[config.mk]
export PLATFORM = sky130hd
export DESIGN_NAME = sar_adc_control
export DESIGN_NICKNAME = d
export VERILOG_FILES = /design/src/rtl/sar_adc_pkg.sv /design/src/rtl/pin_sync.sv /design/src/rtl/result_buffer.sv /design/src/rtl/sar_adc_control.sv
export VERILOG_INCLUDE_DIRS = /design/src /design/src/rtl
export SDC_FILE = /design/constraint.sdc
export NUM_CORES = 1
export LEC_CHECK = 0
export BUFFER_PORTS_ARGS = -buffer_cell sky130_fd_sc_hd__buf_4
export CORE_MARGIN = 2
export CORE_UTILIZATION = 55
export DETAILED_ROUTE_END_ITERATION = 12
export PLACE_DENSITY = 0.86
export SYNTH_ARGS = -nofsm -noshare
export SYNTH_HDL_FRONTEND = slang
export SYNTH_SLANG_ARGS = --single-unit
[constraint.sdc]
create_clock -name clk -period 3 [get_ports clk]
set_input_delay 0.15 -clock clk [delete_from_list [all_inputs] [get_ports clk]]
set_output_delay 0.15 -clock clk [all_outputs]
set_load 0.05 [all_outputs]
[src/rtl/sar_adc_defines.svh]
// timing counts, widths and codes of the sar converter control
// assumes a 100 MHz clk; included by bare name after the package
`ifndef SAR_ADC_DEFINES_SVH
`define SAR_ADC_DEFINES_SVH

// ****************************************************************
// timing
// ****************************************************************
`define CLK_PERIOD_NS   10
`define CONV_TIME_NS    6000
`define SAMPLE_TIME_NS  1140
`define CONV_STEPS      13
`define STEP_CYC        ((`CONV_TIME_NS / `CLK_PERIOD_NS) / `CONV_STEPS)
`define SAMPLE_CYC      ((`SAMPLE_TIME_NS + `CLK_PERIOD_NS - 1) / `CLK_PERIOD_NS)

// ****************************************************************
// result layout
// ****************************************************************
`define RES_W           12
`define MSB_IDX         4'hb
`define SAR_START       12'h800
`define SAR_RESET       12'h000
`define LATCH_RESET     12'h000
// synchroniser reset: selects and strobe idle high, byte select low
`define PIN_IDLE        4'hc
`define STEP_CNT_W      6
`define FULL_SCALE_CODES 4096

`endif

[src/rtl/sar_adc_pkg.sv]
// types shared by the sar converter control
// no dependencies
package sar_adc_pkg;

  // ****************************************************************
  // sequencer states
  // ****************************************************************
  typedef enum logic [1:0] {
    ST_IDLE,
    ST_STEP,
    ST_PUSH
  } conv_state_t;

  // synchronised host pins and comparator
  typedef struct packed {
    logic cs_n;
    logic rd_n;
    logic upper_byte_select;
    logic cmp_hi;
  } pins_t;

  // three-state data pins as value plus enable
  typedef struct packed {
    logic [7:0] upper_data_outputs;
    logic       upper_data_oe;
    logic [3:0] shared_low_data_outputs;
    logic       shared_low_data_oe;
  } data_pins_t;

endpackage : sar_adc_pkg

[src/rtl/pin_sync.sv]
// two-flop synchroniser for a group of asynchronous pins
// assumes inputs may change at any time relative to clk
`timescale 1ns/1ns
module pin_sync #(
  parameter int W = 4
) (
  input  wire logic         clk,
  input  wire logic         nrst,
  input  wire logic [W-1:0] async_in,
  input  wire logic [W-1:0] reset_val,
  output logic      [W-1:0] sync_out
);

  typedef struct packed {
    logic [W-1:0] stage1;
    logic [W-1:0] stage2;
  } sync_state_t;

  sync_state_t state_reg;
  sync_state_t state_next;

  // first stage feeds only the second stage
  always_comb begin
    state_next        = state_reg;
    state_next.stage1 = async_in;
    state_next.stage2 = state_reg.stage1;
  end

  // reset to the idle level of each pin so no false edge appears
  always_ff @(posedge clk) begin
    if (!nrst) begin
      state_reg <= '{stage1: reset_val, stage2: reset_val};
    end else begin
      state_reg <= state_next;
    end
  end

  assign sync_out = state_reg.stage2;

endmodule : pin_sync

[src/rtl/result_buffer.sv]
// two-entry buffer between the sar and the output latch
// assumes one clock; in_ready stalls the writer when both entries hold
`timescale 1ns/1ns
module result_buffer (
  input  wire logic        clk,
  input  wire logic        nrst,
  input  wire logic        in_valid,
  output logic             in_ready,
  input  wire logic [11:0] in_data,
  output logic             out_valid,
  input  wire logic        out_ready,
  output logic      [11:0] out_data
);

  typedef struct packed {
    logic [1:0][11:0] mem;
    logic             rd_ptr;
    logic             wr_ptr;
    logic [1:0]       count;
  } buf_state_t;

  buf_state_t state_reg;
  buf_state_t state_next;
  logic       push;
  logic       pop;

  always_comb begin
    push       = in_valid && (state_reg.count != 2'h2);
    pop        = out_ready && (state_reg.count != 2'h0);
    state_next = state_reg;
    if (push) begin
      state_next.mem[state_reg.wr_ptr] = in_data;
      state_next.wr_ptr                = ~state_reg.wr_ptr;
    end
    if (pop) begin
      state_next.rd_ptr = ~state_reg.rd_ptr;
    end
    case ({push, pop})
      2'b10:   state_next.count = state_reg.count + 2'h1;
      2'b01:   state_next.count = state_reg.count - 2'h1;
      default: state_next.count = state_reg.count;
    endcase
  end

  always_ff @(posedge clk) begin
    if (!nrst) begin
      state_reg <= '0;
    end else begin
      state_reg <= state_next;
    end
  end

  assign in_ready  = (state_reg.count != 2'h2);
  assign out_valid = (state_reg.count != 2'h0);
  assign out_data  = state_reg.mem[state_reg.rd_ptr];

endmodule : result_buffer

[src/rtl/sar_adc_control.sv]
// control logic of a 12-bit successive-approximation converter
// assumes host pins and comparator are asynchronous to clk; the
// analog dac follows trial_code and answers on cmp_in
//
// Summary of operation
// - read falling with select and upper byte select low starts conversion
// - upper byte select high blocks any conversion start
// - with chip select high, read and upper byte select are ignored
// - data pins driven only while select and read are both low
// - busy low for the whole conversion, high when result is ready
// - upper byte select low gives the full word, msb on top pin
// - upper byte select high puts bits 11..8 on the top four and the low four pins, next four low
// - conversion start clears the sar and enables data drivers
// - further start conditions ignored until the conversion completes
// - one bit decided per step, msb first, from the comparator
// - final sar word copied into the latch that serves reads
// - unipolar code is natural binary, one lsb is full scale/4096
`timescale 1ns/1ns
`include "sar_adc_defines.svh"
module sar_adc_control (
  input  wire logic             clk,
  input  wire logic             nrst,
  input  wire logic             cs_n,
  input  wire logic             rd_n,
  input  wire logic             upper_byte_select,
  input  wire logic             cmp_in,
  output logic                  busy_n,
  output logic [`RES_W-1:0]     trial_code,
  output logic                  sample_track,
  output sar_adc_pkg::data_pins_t data_pins
);

  // ****************************************************************
  // helpers
  // ****************************************************************
  function automatic logic [`RES_W-1:0] bit_mask(input logic [3:0] idx);
    bit_mask = `RES_W'(12'h001 << idx);
  endfunction : bit_mask

  // ****************************************************************
  // state
  // ****************************************************************
  typedef struct packed {
    sar_adc_pkg::conv_state_t    st;
    logic [`RES_W-1:0]           sar;
    logic [3:0]                  bit_idx;
    logic [`STEP_CNT_W-1:0]      step_cnt;
    logic                        rd_prev;
    logic [`RES_W-1:0]           latch;
    logic                        busy_n;
    logic                        sample_track;
    sar_adc_pkg::data_pins_t     pins;
  } core_state_t;

  core_state_t          state_reg;
  core_state_t          state_next;
  sar_adc_pkg::pins_t   pin_s;
  logic                 rd_active;
  logic                 rd_fall;
  logic                 start;
  logic                 step_end;
  logic                 buf_in_ready;
  logic                 buf_out_valid;
  logic                 buf_out_ready;
  logic [`RES_W-1:0]    buf_out_data;
  logic                 push_valid;

  localparam logic [`STEP_CNT_W-1:0] STEP_LAST =
    `STEP_CNT_W'(`STEP_CYC - 1);

  // ****************************************************************
  // pin synchronisers
  // ****************************************************************
  pin_sync #(
    .W (4)
  ) u_pin_sync (
    .clk       (clk),
    .nrst      (nrst),
    .async_in  ({cs_n, rd_n, upper_byte_select, cmp_in}),
    .reset_val (`PIN_IDLE),
    .sync_out  (pin_s)
  );

  // ****************************************************************
  // result buffer
  // ****************************************************************
  // holds the word still when a second result arrives during a read,
  // so a stalled latch update never drops a conversion
  result_buffer u_result_buffer (
    .clk       (clk),
    .nrst      (nrst),
    .in_valid  (push_valid),
    .in_ready  (buf_in_ready),
    .in_data   (state_reg.sar),
    .out_valid (buf_out_valid),
    .out_ready (buf_out_ready),
    .out_data  (buf_out_data)
  );

  // ****************************************************************
  // decode of host strobes
  // ****************************************************************
  always_comb begin
    rd_active  = !pin_s.cs_n && !pin_s.rd_n;
    rd_fall    = state_reg.rd_prev && !pin_s.rd_n;
    start      = (state_reg.st == sar_adc_pkg::ST_IDLE) && rd_fall &&
                 !pin_s.cs_n && !pin_s.upper_byte_select;
    step_end   = (state_reg.st == sar_adc_pkg::ST_STEP) &&
                 (state_reg.step_cnt == STEP_LAST);
    push_valid = (state_reg.st == sar_adc_pkg::ST_PUSH);
    // hold the latch during an upper byte read so both bytes match
    buf_out_ready = !(rd_active && pin_s.upper_byte_select);
  end

  // ****************************************************************
  // sequencer
  // ****************************************************************
  always_comb begin
    state_next         = state_reg;
    state_next.rd_prev = pin_s.rd_n;
    case (state_reg.st)
      sar_adc_pkg::ST_IDLE: begin
        if (start) begin
          state_next.st       = sar_adc_pkg::ST_STEP;
          state_next.sar      = `SAR_START;
          state_next.bit_idx  = `MSB_IDX;
          state_next.step_cnt = '0;
        end
      end
      sar_adc_pkg::ST_STEP: begin
        state_next.step_cnt = state_reg.step_cnt + `STEP_CNT_W'(1);
        if (step_end) begin
          state_next.step_cnt = '0;
          if (!pin_s.cmp_hi) begin
            state_next.sar = state_reg.sar &
                             ~bit_mask(state_reg.bit_idx);
          end
          if (state_reg.bit_idx == 4'h0) begin
            state_next.st = sar_adc_pkg::ST_PUSH;
          end else begin
            state_next.bit_idx = state_reg.bit_idx - 4'h1;
            state_next.sar     = state_next.sar |
                                 bit_mask(state_reg.bit_idx - 4'h1);
          end
        end
      end
      sar_adc_pkg::ST_PUSH: begin
        if (buf_in_ready) begin
          state_next.st = sar_adc_pkg::ST_IDLE;
        end
      end
      default: begin
        state_next.st = sar_adc_pkg::ST_IDLE;
      end
    endcase

    // busy follows the sequencer; stays low while the buffer stalls
    state_next.busy_n = (state_next.st == sar_adc_pkg::ST_IDLE);
    state_next.sample_track = state_next.busy_n;

    if (buf_out_valid && buf_out_ready) begin
      state_next.latch = buf_out_data;
    end

    // output pins from the latch; a start read sees the old word
    state_next.pins.upper_data_oe      = rd_active;
    state_next.pins.shared_low_data_oe = rd_active;
    state_next.pins.upper_data_outputs = '0;
    state_next.pins.shared_low_data_outputs = '0;
    if (rd_active) begin
      if (pin_s.upper_byte_select) begin
        state_next.pins.upper_data_outputs =
          {state_reg.latch[11:8], 4'h0};
        state_next.pins.shared_low_data_outputs =
          state_reg.latch[11:8];
      end else begin
        state_next.pins.upper_data_outputs =
          state_reg.latch[11:4];
        state_next.pins.shared_low_data_outputs =
          state_reg.latch[3:0];
      end
    end
  end

  always_ff @(posedge clk) begin
    if (!nrst) begin
      state_reg              <= '0;
      state_reg.st           <= sar_adc_pkg::ST_IDLE;
      state_reg.sar          <= `SAR_RESET;
      state_reg.latch        <= `LATCH_RESET;
      state_reg.rd_prev      <= 1'b1;
      state_reg.busy_n       <= 1'b1;
      state_reg.sample_track <= 1'b1;
    end else begin
      state_reg <= state_next;
    end
  end

  assign busy_n       = state_reg.busy_n;
  assign trial_code   = state_reg.sar;
  assign sample_track = state_reg.sample_track;
  assign data_pins    = state_reg.pins;

  // ****************************************************************
  // assertions
  // ****************************************************************
  property p_start_busy;
    @(posedge clk) disable iff (!nrst)
      start |=> !busy_n ##1 !busy_n;
  endproperty
  a_start_busy: assert property (p_start_busy)
    else $error("accepted start did not pull busy low");

  property p_no_start_upper;
    @(posedge clk) disable iff (!nrst)
      (state_reg.st == sar_adc_pkg::ST_IDLE) && pin_s.upper_byte_select
      |=> busy_n;
  endproperty
  a_no_start_upper: assert property (p_no_start_upper)
    else $error("conversion began with upper byte select high");

  property p_cs_ignore;
    @(posedge clk) disable iff (!nrst)
      (state_reg.st == sar_adc_pkg::ST_IDLE) && pin_s.cs_n
      |=> busy_n && !data_pins.upper_data_oe;
  endproperty
  a_cs_ignore: assert property (p_cs_ignore)
    else $error("strobes acted while chip select high");

  property p_oe;
    @(posedge clk) disable iff (!nrst)
      ##1 (data_pins.upper_data_oe == $past(rd_active)) &&
          (data_pins.shared_low_data_oe == $past(rd_active));
  endproperty
  a_oe: assert property (p_oe)
    else $error("data drivers not tied to select and read");

  property p_busy_level;
    @(posedge clk) disable iff (!nrst)
      ($fell(busy_n) |-> $past(start)) and
      ($rose(busy_n) |-> $past(push_valid));
  endproperty
  a_busy_level: assert property (p_busy_level)
    else $error("busy moved without a start or a finished word");

  property p_full_word;
    @(posedge clk) disable iff (!nrst)
      rd_active && !pin_s.upper_byte_select && $stable(state_reg.latch)
      |=> {data_pins.upper_data_outputs,
           data_pins.shared_low_data_outputs} == $past(state_reg.latch);
  endproperty
  a_full_word: assert property (p_full_word)
    else $error("full word read out of order");

  property p_byte_read;
    @(posedge clk) disable iff (!nrst)
      rd_active && pin_s.upper_byte_select
      |=> data_pins.upper_data_outputs[3:0] == 4'h0 &&
          data_pins.shared_low_data_outputs ==
            data_pins.upper_data_outputs[7:4];
  endproperty
  a_byte_read: assert property (p_byte_read)
    else $error("upper byte layout wrong");

  property p_sar_clear;
    @(posedge clk) disable iff (!nrst)
      start |=> trial_code == 12'h800 && state_reg.step_cnt == '0;
  endproperty
  a_sar_clear: assert property (p_sar_clear)
    else $error("sar not cleared at start");

  property p_no_restart;
    @(posedge clk) disable iff (!nrst)
      (state_reg.st == sar_adc_pkg::ST_STEP) && !step_end
      |=> state_reg.st == sar_adc_pkg::ST_STEP &&
          $stable(state_reg.bit_idx);
  endproperty
  a_no_restart: assert property (p_no_restart)
    else $error("conversion restarted mid step");

  property p_bit_decide;
    @(posedge clk) disable iff (!nrst)
      step_end && !pin_s.cmp_hi
      |=> (trial_code & bit_mask($past(state_reg.bit_idx))) == '0;
  endproperty
  a_bit_decide: assert property (p_bit_decide)
    else $error("rejected trial bit kept");

  property p_latch_load;
    @(posedge clk) disable iff (!nrst)
      buf_out_valid && buf_out_ready
      |=> state_reg.latch == $past(buf_out_data);
  endproperty
  a_latch_load: assert property (p_latch_load)
    else $error("latch missed the finished word");

  // the step counter only runs inside a conversion
  property p_step_idle;
    @(posedge clk) disable iff (!nrst)
      (state_reg.st != sar_adc_pkg::ST_STEP) |-> state_reg.step_cnt == '0;
  endproperty
  a_step_idle: assert property (p_step_idle)
    else $error("step clock running outside a conversion");

  property p_old_word;
    @(posedge clk) disable iff (!nrst)
      start |=> {data_pins.upper_data_outputs,
                 data_pins.shared_low_data_outputs} == $past(state_reg.latch);
  endproperty
  a_old_word: assert property (p_old_word)
    else $error("start read did not show the previous word");

endmodule : sar_adc_control

Word-level counts from Yosys, hierarchy flattened
Index checks and enable logic that the tools add are counted.
Word-level totals
  word-level logic and storage cells: 85
  bits in registers: 87
Operators by class
  shift-type cells: 2
  order comparisons: 3
  bitwise logic cells: 7
  add/subtract/negate cells: 4
  equality and inequality tests: 9
  mux-type cells: 17
  reductions and logical operators: 25
Operators by type and width (count)
  12-bit two-way mux: 6
  24-bit two-way mux: 2
  22-bit case mux with 2 select lines: 1
  24-bit bitwise mux: 1
  1-bit by 4-bit << shifter with 12-bit output, first input constant: 2
  16-bit two-way mux: 1
  12-bit bitwise AND: 1
  12-bit demux with 1-bit select: 1
  12-bit NOT: 1
  12-bit bitwise OR: 1
  1-bit logical AND: 10
  2-bit != test, second input constant: 4
  6-bit by 1-bit adder with 6-bit output, second input constant: 1
  6-bit == test, second input constant: 1
  2-bit case mux with 3 select lines: 1
  2-bit nonzero test: 3
  2-bit by 1-bit == test with 1-bit output, second input constant: 2
  2-bit == test, second input constant: 2
  1-bit zero test: 4
  2-bit zero test: 2
  4-bit zero test: 1
  1-bit by 2-bit less-than comparator with 1-bit output, second input constant: 2
  2-bit two-way mux: 2
  4-bit two-way mux: 1
  10 further kinds: 14

Logic depth before layout (Yosys ltp)
  depth after elaboration: 11
  depth in mapped cells: 7

Hierarchy
A second synthesis with hierarchy kept.
Second synthesis, totals
  cells, all modules: 405
  area total of the unflattened synthesis: 3876.2 um^2
Modules (own cells, without submodules)
  sar_adc_control: times used 1, sequential area each 1021.0 um^2, area each 2303.5 um^2, cells each 263
  result_buffer: times used 1, sequential area each 560.5 um^2, area each 1281.2 um^2, cells each 125
  pin_sync: times used 1, sequential area each 160.2 um^2, area each 291.5 um^2, cells each 17

Least setup slack after synthesis
Ideal clock, no wire load.
  path type: register to register
  from: reg u_result_buffer.state_reg[0] in the netlist's numbering
  to: reg u_result_buffer.state_reg[1] in the netlist's numbering
  arrival: 1.761 ns
  period minus slack after synthesis: 1.832 ns
  cell stages (with the launch flop): 7
  path slack: 1.168 ns
  cells stage by stage: dfxtp_1 -> nor2_1 -> a21oi_2 -> clkbuf_1 -> ha_1 -> or3_1 -> a21oi_1
Between the ends
  cells in the longest elaborated chain, start to end: 4
  elaborated cells between the ends (all ways): 10
  classes of those cells: add/sub (2); eq/ne (3); mux (1); reduce/logical (4)
RTL lines
  start: declaration: line result_buffer.sv:22  | buf_state_t state_reg;
  start signal: assignment: line result_buffer.sv:49  | state_reg <= state_next;
  2-bit nonzero test *: line result_buffer.sv:29  | pop = out_ready && (state_reg.count != 2'h0);
  1-bit logical AND *: line result_buffer.sv:29
  named net u_result_buffer.pop: line result_buffer.sv:25  | logic pop;
  2-bit by 1-bit == test with 1-bit output or 2-bit == test (tied branches): line result_buffer.sv:38  | case ({push, pop})
  2-bit case mux with 2 select lines or 2-bit nonzero test (tied branches)
Mark *: on every way through the listed nets, which the timed path passes. The rest lies on a longest branch.
A chain may end at the register's enable or synchronous reset.

Worst setup path in the final report
  from: reg u_pin_sync.state_reg (netlist bit u_pin_sync.sync_out[1])
  to: reg u_result_buffer.state_reg[1] in the netlist's numbering
Between the ends
  cells in the longest elaborated chain, start to end: 5
  elaborated cells between the ends (all ways): 7
  classes of those cells: eq/ne (2); mux (1); reduce/logical (4)
RTL lines
  start: declaration: line pin_sync.sv:19  | sync_state_t state_reg;
  start signal: assignment: line pin_sync.sv:32  | state_reg <= '{stage1: reset_val, stage2: reset_val};
  start signal: assignment: line pin_sync.sv:34  | state_reg <= state_next;
  1-bit logical AND *: line sar_adc_control.sv:112  | buf_out_ready = !(rd_active && pin_s.upper_byte_select);
  1-bit zero test *: line sar_adc_control.sv:112
  1-bit logical AND *: line result_buffer.sv:29
  2-bit by 1-bit == test with 1-bit output or 2-bit == test (tied branches): line result_buffer.sv:38
  2-bit case mux with 2 select lines or 2-bit nonzero test (tied branches)
Mark *: on every way between the ends. The rest lies on a longest branch, timed or not.

==> results.json <==
{
  "outcome": "completed",
  "die-area_sq_um": 7340,
  "route.detailed.drc": 0,
  "rsz0062_at_grt": "false",
  "crit_chain": "a21oi_2, buf_4, ha_1, or3_1, a21oi_1",
  "coreArea_sq_um": 6390,
  "grt_use_total_pct": 20.4,
  "drv_cap": 0,
  "fin_crit_ps": 1930,
  "reg2reg_depth": 5,
  "crit_arrival_ps": 2210,
  "required_ps": 3280,
  "numClockSinks": 87,
  "post_cts_buffers": 0,
  "reg2reg_to": "u_result_buffer.state_reg[1]$_SDFFE_PN0P_",
  "r2r_start": "u_pin_sync.sync_out[1]$_SDFF_PN0_",
  "h-tree-depth": 3,
  "fp.dieH_um": 85.7,
  "diodes": 0,
  "crit_fanout": 26,
  "wl_per_cell_um": 14.8,
  "final_cell_mix": "87 x dfxtp_1, 50 x nor2_1, 41 x mux2i_1",
  "avgSynthCellArea_sq_um": 9.71,
  "min_path_type": "in -> reg",
  "max_slew_margin_pct": 44.7,
  "vias_per_cell": 5.71,
  "maxSlewViolCount": 0,
  "ys_seq_area_share_pct": 47.5,
  "ctsHoldBuffers": 4,
  "clock_latency_ps": 360,
  "worstMarginPinSlew_ps": 828,
  "startpoint": "u_pin_sync.sync_out[1]$_SDFF_PN0_",
  "ant_nets": 0,
  "synth_cell_type_count": 53,
  "routed_wl_um": 6860,
  "numCtsBuffers": 9,
  "synthesis.nets": 387,
  "nNetsFinal": 389,
  "yosys_warnings": 0,
  "via_count": 2637,
  "grt_max_degree": 49,
  "layout.cells.most_common": "dfxtp_1",
  "whs_ps": 115,
  "clkTransAtPathRegs_ps": 80,
  "first_pass_iters": 4,
  "dieWidth_um": 85.7,
  "irDropWorstVdd_v": 0.000339,
  "portBuffers": 33,
  "grt_overflow": 0,
  "synthFlopType": "dfxtp_1",
  "antenna_found_initial": 0,
  "timing.final.crit_share_pct": 64.3,
  "grt_pass1_vias": 2494,
  "largest_reg_flops": 28,
  "syn2layout_area_growth_pct": 9.21,
  "drive_gt1_share_pct": 15.6,
  "initial_utilization_pct": 57.5,
  "slowest_delay_ps": 650,
  "criticalPathCategory": "reg -> reg",
  "fin_tns_setup_ps": 0,
  "finalHoldViolations": 0,
  "hpwl_um": 4750,
  "io-pin-count": 34,
  "cp_slowest_cell": "dfxtp_1",
  "fill_cells": 542,
  "p_leak_uw": 0.00159,
  "cts_resized": 0,
  "power_density_nw_per_um2": 679,
  "finalSetupViolCount": 0,
  "endpoint_kind": "flop",
  "drtIter0Drc": 149,
  "grt_pass1_wl_um": 11800,
  "place_congestion": 0.844,
  "fmax_mhz": 519,
  "cts_root_buf": "clkbuf_8",
  "ys_seq_elements": 87,
  "rrSetupSlack_ps": 1070,
  "rows": 29,
  "synthCells": 378,
  "start_kind": "flop",
  "syn_area_sq_um": 3670,
  "cts_tree": "done",
  "cp-endpoint": "u_result_buffer.state_reg[1]$_SDFFE_PN0P_",
  "async_reset_ff_share_pct": 0,
  "synth_edf_count": 0,
  "skew_ps": 6.23,
  "cts_max_path_buffers": 2
}
[where the power goes]
group / switching [uW] / leakage, uW / internal, uW
registers: 107 / 0.000704 / 1250
logic: 193 / 0.000769 / 187
clock network: 406 / 0.000122 / 573
total: 707 / 0.00159 / 2010
[metrics by stage]
| stage | power [uW] | std cells | utilization, % | cell area, sq um | setup WS [ps] |
|---|---|---|---|---|---|
| finish | 2720 | 462 | 62.8 | 4010 | 1070 |
| global route | 2840 | 462 | 62.8 | 4010 | 919 |
| CTS | 2740 | 462 | 62.8 | 4010 | 1070 |
| detailed placement | 1760 | 442 | 58.3 | 3720 | 1080 |
| global placement | 1740 | 442 | 58.3 | 3720 | 1160 |
| floorplan | 1680 | 378 | - | 3670 | 1170 |
[cell families (layout without fill, tap and decap cells)]
family | count (synthesis) | in the layout | share of synthesized area, %
AOI/OAI and AO/OA | 58 | 58 | 11.1
muxes | 41 | 41 | 11.2
and+or+nand+nor | 132 | 132 | 19.4
DFF | 87 | 87 | 47.5
adders and majority gates | 3 | 3 | 1.02
buffers and inverters | 53 | 60 | 8.86
xor gates and xnor gates | 4 | 4 | 0.955
[Yosys cell counts, types with 3 or more instances]
master    count  share of area (%)
and3_1        7                1.2
a31oi_1       3               0.51
nand2_1      19                1.9
nor3_1        6               0.82
a211oi_1     14                2.9
o21a_1        3               0.61
nor2b_1       6                1.0
buf_2         5               0.68
nor3b_1       4               0.82
and2_1        5               0.85
o21ai_0       7               0.95
ha_1          3                1.0
clkbuf_1     11                1.1
nor2_1       50                5.1
nand4b_1      3               0.72
o211ai_1      3               0.61
a21oi_1      10                1.4
nand3_1       6               0.82
inv_1         5               0.51
nand2b_1      9                1.5
buf_4        28                5.7
a32o_1        5                1.4
mux2i_1      41                 11
o22ai_1       3               0.51
dfxtp_1      87                 47
[critical path: cells and delay by family, from the launching register on]
kind | cells | cell delay [ps]
adders and majority gates | 1 | 350
DFF | 1 | 650
buffers and inverters | 1 | 230
AOI/OAI and AO/OA | 2 | 260
and+or+nand+nor | 1 | 380
[worst min-delay path by stage]
| stage | cells after the start | end | from |
|---|---|---|---|
| floorplan | 1 | u_pin_sync.state_next[2]$_SDFF_PN1_ | rd_n |
| global placement | 2 | u_pin_sync.state_next[2]$_SDFF_PN1_ | rd_n |
| detailed placement | 2 | u_pin_sync.state_next[2]$_SDFF_PN1_ | rd_n |
| CTS | 2 | state_reg[28]$_SDFF_PN1_ | nrst |
| global route | 2 | u_pin_sync.state_next[2]$_SDFF_PN1_ | nrst |
| finish | 2 | state_reg[28]$_SDFF_PN1_ | nrst |
[area by class of cell]
cell class | instances | area (sq um) | share of cell area (%)
well taps | 77 | 96.3 | 2.40
flip-flops and latches | 87 | 1740 | 43.5
repair buffers | 39 | 303 | 7.56
inverters | 5 | 18.8 | 0.468
clock inverters | 6 | 108 | 2.68
multi-input cells | 238 | 1600 | 40.0
clock buffers | 10 | 138 | 3.43
[layer usage]
metal / track usage [%] / vias to the layer above / part of all wire, %
met2: 33.5 / 71 / 49
met4: 10.4 / 0 / 2.0
met3: 4.04 / 11 / 5.7
li1: - / 1309 / -
met5: 0 / - / 0
met1: 25.7 / 1246 / 43
Note: power is estimated with default switching activity, not from simulation.
